### src/rtl/fpm_pkg.sv
// Constants, object codes and carrier types of the fieldbus mapping bank.
// Assumes a single 40 MHz clock shared by the bank and the parameter channel.
package fpm_pkg;

  // Clock rate and the millisecond base used by the refresh timer
  localparam int unsigned CLK_HZ        = 40_000_000;
  localparam int unsigned MS_PER_S      = 1000;
  localparam int unsigned MS_CYCLES     = CLK_HZ / MS_PER_S;

  // Object address of the parameter group and its four members
  localparam logic [15:0] GROUP_INDEX   = 16'h0018;
  localparam logic [7:0]  SUB_MAP_OUT   = 8'h02;
  localparam logic [7:0]  SUB_MAP_IN    = 8'h03;
  localparam logic [7:0]  SUB_REFRESH   = 8'h04;
  localparam logic [7:0]  SUB_CLEAR     = 8'h05;

  // Mapping field layout: low half index, high half subindex
  localparam int unsigned MAP_IDX_LSB   = 0;
  localparam int unsigned MAP_SUB_LSB   = 16;

  // Mapping selection codes
  localparam logic [31:0] MAP_NONE      = 32'h0000_0000;
  localparam logic [31:0] MAP_ACCEL     = 32'h001a_001d;
  localparam logic [31:0] MAP_DIGIO     = 32'h0001_0021;
  localparam logic [31:0] MAP_ERRNUM    = 32'h0007_0020;
  localparam logic [31:0] MAP_AMPTEMP   = 32'h0019_001f;
  localparam logic [31:0] MAP_SUPPLY    = 32'h0014_001f;
  localparam logic [31:0] MAP_CURRENT   = 32'h000c_001f;

  // Reset values
  localparam logic [31:0] RST_MAP_OUT   = MAP_ACCEL;
  localparam logic [31:0] RST_MAP_IN    = MAP_NONE;
  localparam logic [31:0] RST_REFRESH   = 32'h0000_03e8;
  localparam logic [31:0] RST_CLEAR     = 32'h0000_0001;

  // Permitted ranges
  localparam logic [31:0] REFRESH_MIN   = 32'h0000_0001;
  localparam logic [31:0] REFRESH_MAX   = 32'h0000_ea60;
  localparam logic [31:0] CLEAR_MAX     = 32'h0000_0001;
  localparam logic [31:0] CLEAR_FAULT   = 32'h0000_0001;
  localparam logic [15:0] PERIOD_W_MAX  = 16'hea60;

  // Error codes returned on the parameter channel
  localparam logic [31:0] ERR_RANGE     = 32'h0609_0030;
  localparam logic [31:0] ERR_NO_SUB    = 32'h0609_0011;
  localparam logic [31:0] ERR_NO_OBJ    = 32'h0602_0000;

  // Error class raised on master clear
  localparam logic [1:0]  CLEAR_CLASS   = 2'h2;

  // Parameter channel request
  typedef struct packed {
    logic        valid;
    logic        write;
    logic [15:0] index;
    logic [7:0]  subindex;
    logic [31:0] data;
  } fpm_req_t;

  // Parameter channel answer
  typedef struct packed {
    logic        valid;
    logic        error;
    logic [31:0] data;
  } fpm_rsp_t;

  // Drive objects that may be sent to the master
  typedef struct packed {
    logic [31:0] errorNumber;
    logic [31:0] digitalIo;
    logic [31:0] ampTemp;
    logic [31:0] supplyVolt;
    logic [31:0] motorCurrent;
  } fpm_src_t;

  // Object write toward the drive
  typedef struct packed {
    logic        valid;
    logic [15:0] index;
    logic [15:0] subindex;
    logic [31:0] data;
  } fpm_objwr_t;

  // Stored parameter image
  typedef struct packed {
    logic [31:0] output_object_mapping;
    logic [31:0] input_object_mapping;
    logic [31:0] refresh;
    logic [31:0] clear;
  } fpm_params_t;

endpackage

### src/rtl/fpm_param_bank.sv
// Fieldbus process-data mapping parameter bank with its mapping logic.
// Assumes requests, process data and drive status share clk; the NV store
// outside hands back a saved image by restore after power-up.
//
// Contract
// RULE1: Mapping word: low half index, high subindex
// RULE2: Output mapping routes words five/six; default acceleration
// RULE3: Output zero disables; digital-output code routes outputs
// RULE4: Input mapping fills words five/six; default none
// RULE5: Input accepts error, I/O, temperature, supply, current
// RULE6: Pending static read refreshed each programmed millisecond period
// RULE7: Master clear: 0 nothing, 1 class-2 fault if enabled
// RULE8: Master rewrites non-default parameters at each startup
// RULE9: Out-of-range write refused with range error code
// RULE10: Parameters retained and read back unchanged
`timescale 1ns/1ps
`default_nettype none
module fpm_param_bank
  import fpm_pkg::*;
#(
  parameter int unsigned MS_CNT = MS_CYCLES
) (
  input  wire logic        clk,
  input  wire logic        rst,
  input  wire fpm_req_t    req,          // Parameter channel request
  output fpm_rsp_t         rsp,          // Parameter channel answer
  input  wire logic        restore,      // Load saved image
  input  wire fpm_params_t restoreImage, // Saved image from NV store
  output fpm_params_t      params,       // Image to be saved
  input  wire logic        rxValid,      // Words five/six received
  input  wire logic [31:0] rxWords,      // Words five/six from master
  output fpm_objwr_t       objWrite,     // Routed object write
  input  wire fpm_src_t    src,          // Drive objects
  output logic [31:0]      txWords,      // Words five/six to master
  input  wire logic        readPending,  // Static read job pending
  output logic             readRefresh,  // Refresh the read value
  input  wire logic        masterClear,  // Master in Clear state
  input  wire logic        ampEnabled,   // Power amplifier enabled
  output logic             faultReq,     // Request fault state
  output logic [1:0]       faultClass    // Class of the raised error
);

  fpm_params_t parQ, parD;      // Parameter store
  fpm_rsp_t    rspQ, rspD;      // Answer register
  fpm_objwr_t  owQ,  owD;       // Object write register
  logic [31:0] txQ,  txD;       // Outgoing words
  logic        clrQ, clrD;      // Previous master clear level
  logic        fltQ, fltD;      // Fault pulse
  logic [1:0]  clsQ, clsD;      // Fault class held after a fault
  logic        tick;            // Refresh pulse from the timer

  // Range check of a write value for each member of the group
  function automatic logic inRange(input logic [7:0] sub,
                                   input logic [31:0] v);
    logic ok;
    ok = 1'b0;
    case (sub)
      SUB_MAP_OUT: ok = (v == MAP_NONE) || (v == MAP_ACCEL) ||
                        (v == MAP_DIGIO); // [RULE3]
      SUB_MAP_IN:  ok = (v == MAP_NONE) || (v == MAP_ERRNUM) ||
                        (v == MAP_DIGIO) || (v == MAP_AMPTEMP) ||
                        (v == MAP_SUPPLY) || (v == MAP_CURRENT); // [RULE5]
      SUB_REFRESH: ok = (v >= REFRESH_MIN) && (v <= REFRESH_MAX);
      SUB_CLEAR:   ok = (v <= CLEAR_MAX);
      default:     ok = 1'b0;
    endcase
    return ok;
  endfunction

  // Parameter channel: decode, range check, store and answer next cycle
  always_comb begin
    parD = parQ;
    rspD = '0;
    if (restore) begin
      parD = restoreImage; // [RULE10]
    end
    // A write in the same cycle as restore overrides that one member
    if (req.valid) begin
      rspD.valid = 1'b1;
      if (req.index != GROUP_INDEX) begin
        // Only this group lives here; other objects answer unknown
        rspD.error = 1'b1;
        rspD.data  = ERR_NO_OBJ;
      end else if (req.subindex < SUB_MAP_OUT ||
                   req.subindex > SUB_CLEAR) begin
        rspD.error = 1'b1;
        rspD.data  = ERR_NO_SUB;
      end else if (req.write) begin
        if (!inRange(req.subindex, req.data)) begin
          // Stored value is left untouched on a refused write
          rspD.error = 1'b1; // [RULE9]
          rspD.data  = ERR_RANGE; // [RULE9]
        end else begin
          rspD.data = req.data;
          case (req.subindex)
            SUB_MAP_OUT: parD.output_object_mapping  = req.data;
            SUB_MAP_IN:  parD.input_object_mapping   = req.data;
            SUB_REFRESH: parD.refresh = req.data;
            default:     parD.clear   = req.data;
          endcase
        end
      end else begin
        // Read back returns the stored word as written
        case (req.subindex)
          SUB_MAP_OUT: rspD.data = parQ.output_object_mapping; // [RULE10]
          SUB_MAP_IN:  rspD.data = parQ.input_object_mapping;
          SUB_REFRESH: rspD.data = parQ.refresh;
          default:     rspD.data = parQ.clear;
        endcase
      end
    end
  end

  // Output direction: received words go to the mapped drive object
  always_comb begin
    owD = '0;
    if (rxValid && parQ.output_object_mapping != MAP_NONE) begin // [RULE3]
      owD.valid    = 1'b1; // [RULE2]
      owD.index    = parQ.output_object_mapping[MAP_IDX_LSB +: 16]; // [RULE1]
      owD.subindex = parQ.output_object_mapping[MAP_SUB_LSB +: 16]; // [RULE1]
      owD.data     = rxWords;
    end
  end

  // Input direction: selected drive object goes to the master
  always_comb begin
    case (parQ.input_object_mapping) // [RULE4]
      MAP_ERRNUM:  txD = src.errorNumber; // [RULE5]
      MAP_DIGIO:   txD = src.digitalIo;
      MAP_AMPTEMP: txD = src.ampTemp;
      MAP_SUPPLY:  txD = src.supplyVolt;
      MAP_CURRENT: txD = src.motorCurrent;
      default:     txD = 32'h0000_0000;
    endcase
  end

  // Master clear: react once on entry into the Clear state
  always_comb begin
    clrD = masterClear;
    fltD = 1'b0;
    clsD = clsQ;
    if (masterClear && !clrQ && parQ.clear == CLEAR_FAULT &&
        ampEnabled) begin
      fltD = 1'b1; // [RULE7]
      clsD = CLEAR_CLASS; // [RULE7]
    end
  end

  // Parameter store; reset loads the power-up defaults. The saved image
  // only comes back through restore, so a bare reset drops user values
  always_ff @(posedge clk or posedge rst) begin
    if (rst) begin
      parQ.output_object_mapping  <= RST_MAP_OUT; // [RULE2]
      parQ.input_object_mapping   <= RST_MAP_IN; // [RULE4]
      parQ.refresh <= RST_REFRESH; // [RULE6]
      parQ.clear   <= RST_CLEAR; // [RULE7]
    end else begin
      parQ <= parD;
    end
  end

  // Channel answer register; each answer stands for one cycle
  always_ff @(posedge clk or posedge rst) begin
    if (rst) begin
      rspQ <= '0;
    end else begin
      rspQ <= rspD;
    end
  end

  // Routed object write register
  always_ff @(posedge clk or posedge rst) begin
    if (rst) begin
      owQ <= '0;
    end else begin
      owQ <= owD;
    end
  end

  // Outgoing words; one cycle behind a mapping or source change
  always_ff @(posedge clk or posedge rst) begin
    if (rst) begin
      txQ <= 32'h0000_0000;
    end else begin
      txQ <= txD;
    end
  end

  // Clear level history, fault pulse and the class left visible
  always_ff @(posedge clk or posedge rst) begin
    if (rst) begin
      clrQ <= 1'b0;
      fltQ <= 1'b0;
      clsQ <= 2'h0;
    end else begin
      clrQ <= clrD;
      fltQ <= fltD;
      clsQ <= clsD;
    end
  end

  // Refresh timer; the period is range checked so 16 bits suffice
  fpm_refresh_timer #(
    .MS_CNT   (MS_CNT)
  ) u_timer (
    .clk      (clk),
    .rst      (rst),
    .run      (readPending),
    .periodMs (parQ.refresh[15:0]),
    .tick     (tick)
  );

  // Refresh pulse is already registered inside the timer
  assign readRefresh = tick; // [RULE6]
  assign rsp         = rspQ;
  assign params      = parQ;
  assign objWrite    = owQ;
  assign txWords     = txQ;
  assign faultReq    = fltQ;
  assign faultClass  = clsQ;

endmodule
`default_nettype wire

### src/rtl/fpm_refresh_timer.sv
// Millisecond period timer for a pending static read job.
// Assumes period is already range checked and stable between ticks.
`timescale 1ns/1ps
`default_nettype none
module fpm_refresh_timer
  import fpm_pkg::*;
#(
  parameter int unsigned MS_CNT = MS_CYCLES
) (
  input  wire logic        clk,
  input  wire logic        rst,
  input  wire logic        run,
  input  wire logic [15:0] periodMs,
  output logic             tick
);

  logic [15:0] preQ, preD;   // Cycles inside one millisecond
  logic [15:0] msQ,  msD;    // Milliseconds elapsed in the period
  logic        tickQ, tickD; // Refresh pulse

  localparam logic [15:0] PRE_LAST = 16'(MS_CNT - 1);

  // Next state: both counters hold at zero while no job is pending
  always_comb begin
    preD  = preQ;
    msD   = msQ;
    tickD = 1'b0;
    if (!run) begin
      preD = 16'h0000;
      msD  = 16'h0000;
    end else if (preQ == PRE_LAST) begin
      preD = 16'h0000;
      // A shortened period takes effect at the next millisecond
      if (msQ + 16'h0001 >= periodMs) begin
        msD   = 16'h0000;
        tickD = 1'b1; // [RULE6]
      end else begin
        msD = msQ + 16'h0001;
      end
    end else begin
      preD = preQ + 16'h0001;
    end
  end

  // Registers
  always_ff @(posedge clk or posedge rst) begin
    if (rst) begin
      preQ  <= 16'h0000;
      msQ   <= 16'h0000;
      tickQ <= 1'b0;
    end else begin
      preQ  <= preD;
      msQ   <= msD;
      tickQ <= tickD;
    end
  end

  assign tick = tickQ;

endmodule
`default_nettype wire

### config.mk
export PLATFORM = sky130hd
export DESIGN_NAME = fpm_param_bank
export DESIGN_NICKNAME = d
export VERILOG_FILES = /design/src/rtl/fpm_pkg.sv /design/src/rtl/fpm_param_bank.sv /design/src/rtl/fpm_refresh_timer.sv
export SDC_FILE = /design/constraint.sdc
export NUM_CORES = 1
export LEC_CHECK = 0
export ABC_AREA = 1
export BUFFER_PORTS_ARGS = -buffer_cell sky130_fd_sc_hd__buf_2
export CAP_MARGIN = 10
export CELL_PAD_IN_SITES_DETAIL_PLACEMENT = 1
export CELL_PAD_IN_SITES_GLOBAL_PLACEMENT = 2
export CORE_AREA = 2 2 252 254
export DETAILED_ROUTE_END_ITERATION = 8
export DIE_AREA = 0 0 254 256
export GPL_TIMING_DRIVEN = 0
export PLACE_DENSITY = 0.73
export SETUP_SLACK_MARGIN = 0.15
export SLEW_MARGIN = 10
export SYNTH_ARGS = -nofsm -noshare
export SYNTH_HDL_FRONTEND = slang
export SYNTH_SLANG_ARGS = --single-unit
export TNS_END_PERCENT = 50
### constraint.sdc
create_clock -name clk -period 9.2 [get_ports clk]
set_input_delay 0 -clock clk [delete_from_list [all_inputs] [get_ports clk]]
set_output_delay 0 -clock clk [all_outputs]
set_load 0.005 [all_outputs]
==> results.txt <==
----------------------------------------------------
[Detailed routing]
  DR DRC count ... 0
  Detailed Route WL ... 88,190 µm
  Ratio of routed vias to standard cells ... 4.762
  Routed Antenna Nets ... 0
  Routed WL per cell ... between 20 and 25 µm
  DRT iter0 DRCs ... 871
  Iteration count of the initial detailed-routing pass ... 5
  Vias ... 17,701

[Worst setup path]
  Ordered cell list for the critical path ... inv_1, nand4_1, nor2_1, and2_1, buf_4, nand2_1, nor2_1, clkbuf_1, a22oi_1, dlygate4sd3_1, nand2_1, dlygate4sd3_1
  WP data arrival ... around 4.8 ns
  Slowest cell on crit path ... sky130_fd_sc_hd__dlygate4sd3_1
  CP startpoint kind ... flop
  Reg2reg setup slack ... 4.93 ns
  Depth of the most critical reg-to-reg path ... 12
  Capture point of the worst reg-to-reg path ... txWords[7]$_DFF_PP0_
  Classification of the worst setup path ... reg -> reg
  Crit path largest cell delay ... 0.61 ns
  Required time at the worst-slack endpoint ... 9.70 ns
  Crit path launch ... params[95]$_DFF_PP0_
  Category of the worst setup path capture point ... flop
  Maximum net fanout on the critical path ... 10
  R2R Path Start ... params[95]$_DFF_PP0_

[Run]
  Number of maximum-capacitance violations ... 0

[Clock network]
  Clock-pin transition on the worst setup and hold timing paths ... roughly 0.06 ns
  Clock tree from TritonCTS ... built
  Total number of H-tree levels ... 2
  Buffer cell driving the clock tree root ... sky130_fd_sc_hd__clkbuf_16
  Clock Tree Buf Depth ... 3
  Clk sink count ... 295
  Clock buffer count from CTS ... 37
  Post-CTS setup-driven buffer insertion count ... 0
  Clock latency on the worst-skew pair ... around 0.57 ns
  Resized cells post-CTS ... 0

[Pwr]
  PD cells ... 148.7 mW/mm²
  Static leakage ... roughly 12 nW
  Peak VDD IR ... 0.0001099 V

[Worst hold path]
  Hold Path Origin ... req[49]
  End point of the worst hold path ... rsp[17]$_DFF_PP0_
  Cell count of the worst hold path ... 6
  Worst min path class ... in -> reg

[Finish]
  Final design area excluding fillers ... 0.02394 mm²
  Core Util, Final ... about two fifths
  Number of nets in the final layout ... about 3,200
  Fraction of layout cells with a size suffix above 1 ... 28.37%
  P&R area growth vs syn ... 58.41%
  Commonest non-fill, non-tap cells in the layout ... 661 x sky130_fd_sc_hd__buf_2, 368 x sky130_fd_sc_hd__nand2_1, 316 x sky130_fd_sc_hd__dlygate4sd3_1
  Most common cell after layout, fill and taps aside ... sky130_fd_sc_hd__buf_2

[Timing]
  Number of endpoints with negative hold slack in the final report ... 0
  Maximum clock frequency ... 0.2341 GHz
  Measured slew at the worst slew-check pin ... between 1 and 1.5 ns
  Slack of the critical path ... approximately 4.9 ns
  Final Skew ... 0.01799 ns
  Unrepaired setup endpoints after global routing ... no
  Share of the clock period used by the worst path ... 46.44%
  Post-route minimum period ... roughly 4.3 ns
  Final number of max-transition violations ... 0
  Final setup violating endpoints ... 0
  Worst hold margin ... roughly 0.033 ns
  Worst slew slack as a fraction of its limit ... 13.56%

[Place]
  Total half-perimeter wirelength after legalization and detailed placement ... 68,680 µm
  Worst-case setup slack after placement ... just under 6 ns
  Number of port buffers ... 645
  Final weighted congestion in routability-driven placement ... 0.8990
  Post-Place Cell Area ... 0.01949 mm²

[Logic synthesis]
  Largest area contributor in the synthesized netlist ... sky130_fd_sc_hd__dfrtp_1
  Post-synthesis instance area ... 0.01511 mm²
  Async set or reset register ratio after synthesis ... 100.0%
  Post-Syn Nets ... between 2,000 and 2,500
  Most common flop cell mapped by yosys ... sky130_fd_sc_hd__dfrtp_1
  Sequential cell area fraction in the yosys report ... 48.97%
  Top cell type's share of synthesized area ... 46.54%
  Cells taking the most area after synthesis ... sky130_fd_sc_hd__dfrtp_1 47%, sky130_fd_sc_hd__nand2_1 9.1%, sky130_fd_sc_hd__inv_1 5.5%
  Number of different library cells in the post-synthesis netlist ... 53
  Count of yosys warnings during synthesis ... 0
  Number of storage elements in the synthesis netlist ... 295
  Post-synth EDFFs ... 0
  Mean post-synth cell area ... roughly 8.3 µm²
  Post-Syn Instances ... 1,830

[Global routing]
  Antenna violations before repair ... 12
  Total global routing overflow ... 0
  Maximum number of pins on one net before global-route repair ... 92
  GRT Resource Usage Total ... 26.62%
  Global-route wire length before repair ... roughly 130,000 µm
  Via count of the first global-routing pass ... a little under 20,000

[Floorplan]
  Top Ports ... 648
  Effective utilization at floorplan ... 24.22%
  Standard-cell rows ... between 90 and 100
  Width of the die ... about 250 µm
  Area of the core ... 0.06239 mm²
  Die area ... 0.06502 mm²
  Overall die height ... 256 µm

[Run status]
  Run status ... completed

----------------------------------------------------
[power by group]
group	total (W)	leakage [nW]	switching [W]	internal, W
Combinational	0.000570	7.69	0.000315	0.000255
Sequential	0.00144	3.69	0.0000651	0.00137
Clock	0.00155	0.622	0.000641	0.000910
[worst max path at each step]
stage,end,slack [ns],depth (start not counted)
2_1_floorplan,clrQ$_DFF_PP0_,1.08,1
6_report,txWords[7]$_DFF_PP0_,4.93,12
3_3_place_gp,faultReq$_DFF_PP0_,-3.35,2
3_5_place_dp,u_timer.msQ[1]$_DFFE_PP0P_,5.84,17
5_1_grt,txWords[23]$_DFF_PP0_,4.69,12
4_1_cts,txWords[23]$_DFF_PP0_,4.87,12
[per-stage QoR]
stage	std cells	TNS, ns	power [W]
4_1_cts	3708	0	0.003598
3_3_place_gp	3321	-927.07	0.001918
5_1_grt	3714	0	0.003708
3_5_place_dp	3324	0	0.001933
2_1_floorplan	1830	0	0.001621
6_report	3717	0	0.003559
[cell type report]
class / count / area, µm²
clock buffer: 58 / 1135
multi-input combinational: 1200 / 6354
clock inverter: 10 / 128.9
sequential: 295 / 7400
antenna: 9 / 22.52
tap: 846 / 1059
fill: 7639 / 38450
timing repair buffer: 964 / 6474
buffer: 100 / 474.2
inverter: 235 / 889.6
[per-layer routing]
metal	routed length (µm)	vias to the layer above	GRT usage, %
li1	-	8120	-
met1	35380	8818	30.89
met3	5077	141	5.492
met2	44280	616	47.72
met5	40	-	0
met4	3411	6	9.984
[cell usage after synthesis (4+ instances only)]
library cell,count
sky130_fd_sc_hd__nor2_1,150
sky130_fd_sc_hd__nand2_1,368
sky130_fd_sc_hd__o211ai_2,8
sky130_fd_sc_hd__nand2_2,4
sky130_fd_sc_hd__nor2_4,4
sky130_fd_sc_hd__dfstp_2,14
sky130_fd_sc_hd__inv_1,223
sky130_fd_sc_hd__o21ai_1,16
sky130_fd_sc_hd__buf_6,8
sky130_fd_sc_hd__o22ai_1,27
sky130_fd_sc_hd__buf_4,5
sky130_fd_sc_hd__o21ai_0,90
sky130_fd_sc_hd__nor3_1,49
sky130_fd_sc_hd__nand3_1,107
sky130_fd_sc_hd__a211oi_1,28
sky130_fd_sc_hd__nor3b_1,39
sky130_fd_sc_hd__o21ai_2,7
sky130_fd_sc_hd__nand4_1,34
sky130_fd_sc_hd__clkbuf_1,67
sky130_fd_sc_hd__ha_1,18
sky130_fd_sc_hd__buf_1,4
sky130_fd_sc_hd__a21oi_1,58
sky130_fd_sc_hd__a22oi_1,31
sky130_fd_sc_hd__dfrtp_1,281
sky130_fd_sc_hd__xor2_1,12
sky130_fd_sc_hd__and3_1,31
sky130_fd_sc_hd__nor4_1,17
sky130_fd_sc_hd__buf_2,16
sky130_fd_sc_hd__o211ai_1,35
sky130_fd_sc_hd__a31oi_1,7
sky130_fd_sc_hd__o221ai_1,13
sky130_fd_sc_hd__inv_2,11
sky130_fd_sc_hd__nor2_2,10
sky130_fd_sc_hd__a221oi_1,4
[sequential cells by signal (all words and copies together) (netlist names)]
signal        flops
faultReq          1
rsp              34
u_timer.preQ     16
clrQ              1
faultClass        1
txWords          32
u_timer.tick      1
u_timer.msQ      16
params          128
objWrite         65
[repair_timing]
item / CTS / global route
endpoints found under the hold margin: 348 / 0
hold buffers: 316 / 0
setup endpoints to repair: 0 / 0
[logic make-up after synthesis]
logic type,Yosys count,synth area share (%)
compound gates,335,14.18
mux,2,0.1325
simple gates,831,25.47
fa+ha+maj,18,1.491
other cells,1,0.02482
flops,295,48.97
xor+xnor,13,0.7536
buf+inv,335,8.976
[critical path, delay by kind of cell (launching register included)]
family | cells | cell delay (ns)
AOI/OAI and AO/OA | 1 | 0.21
buffers and inverters | 5 | 2.08
DFF | 1 | 0.41
and+or+nand+nor | 6 | 1.51
No activity file was read; power rests on OpenSTA's default activity.
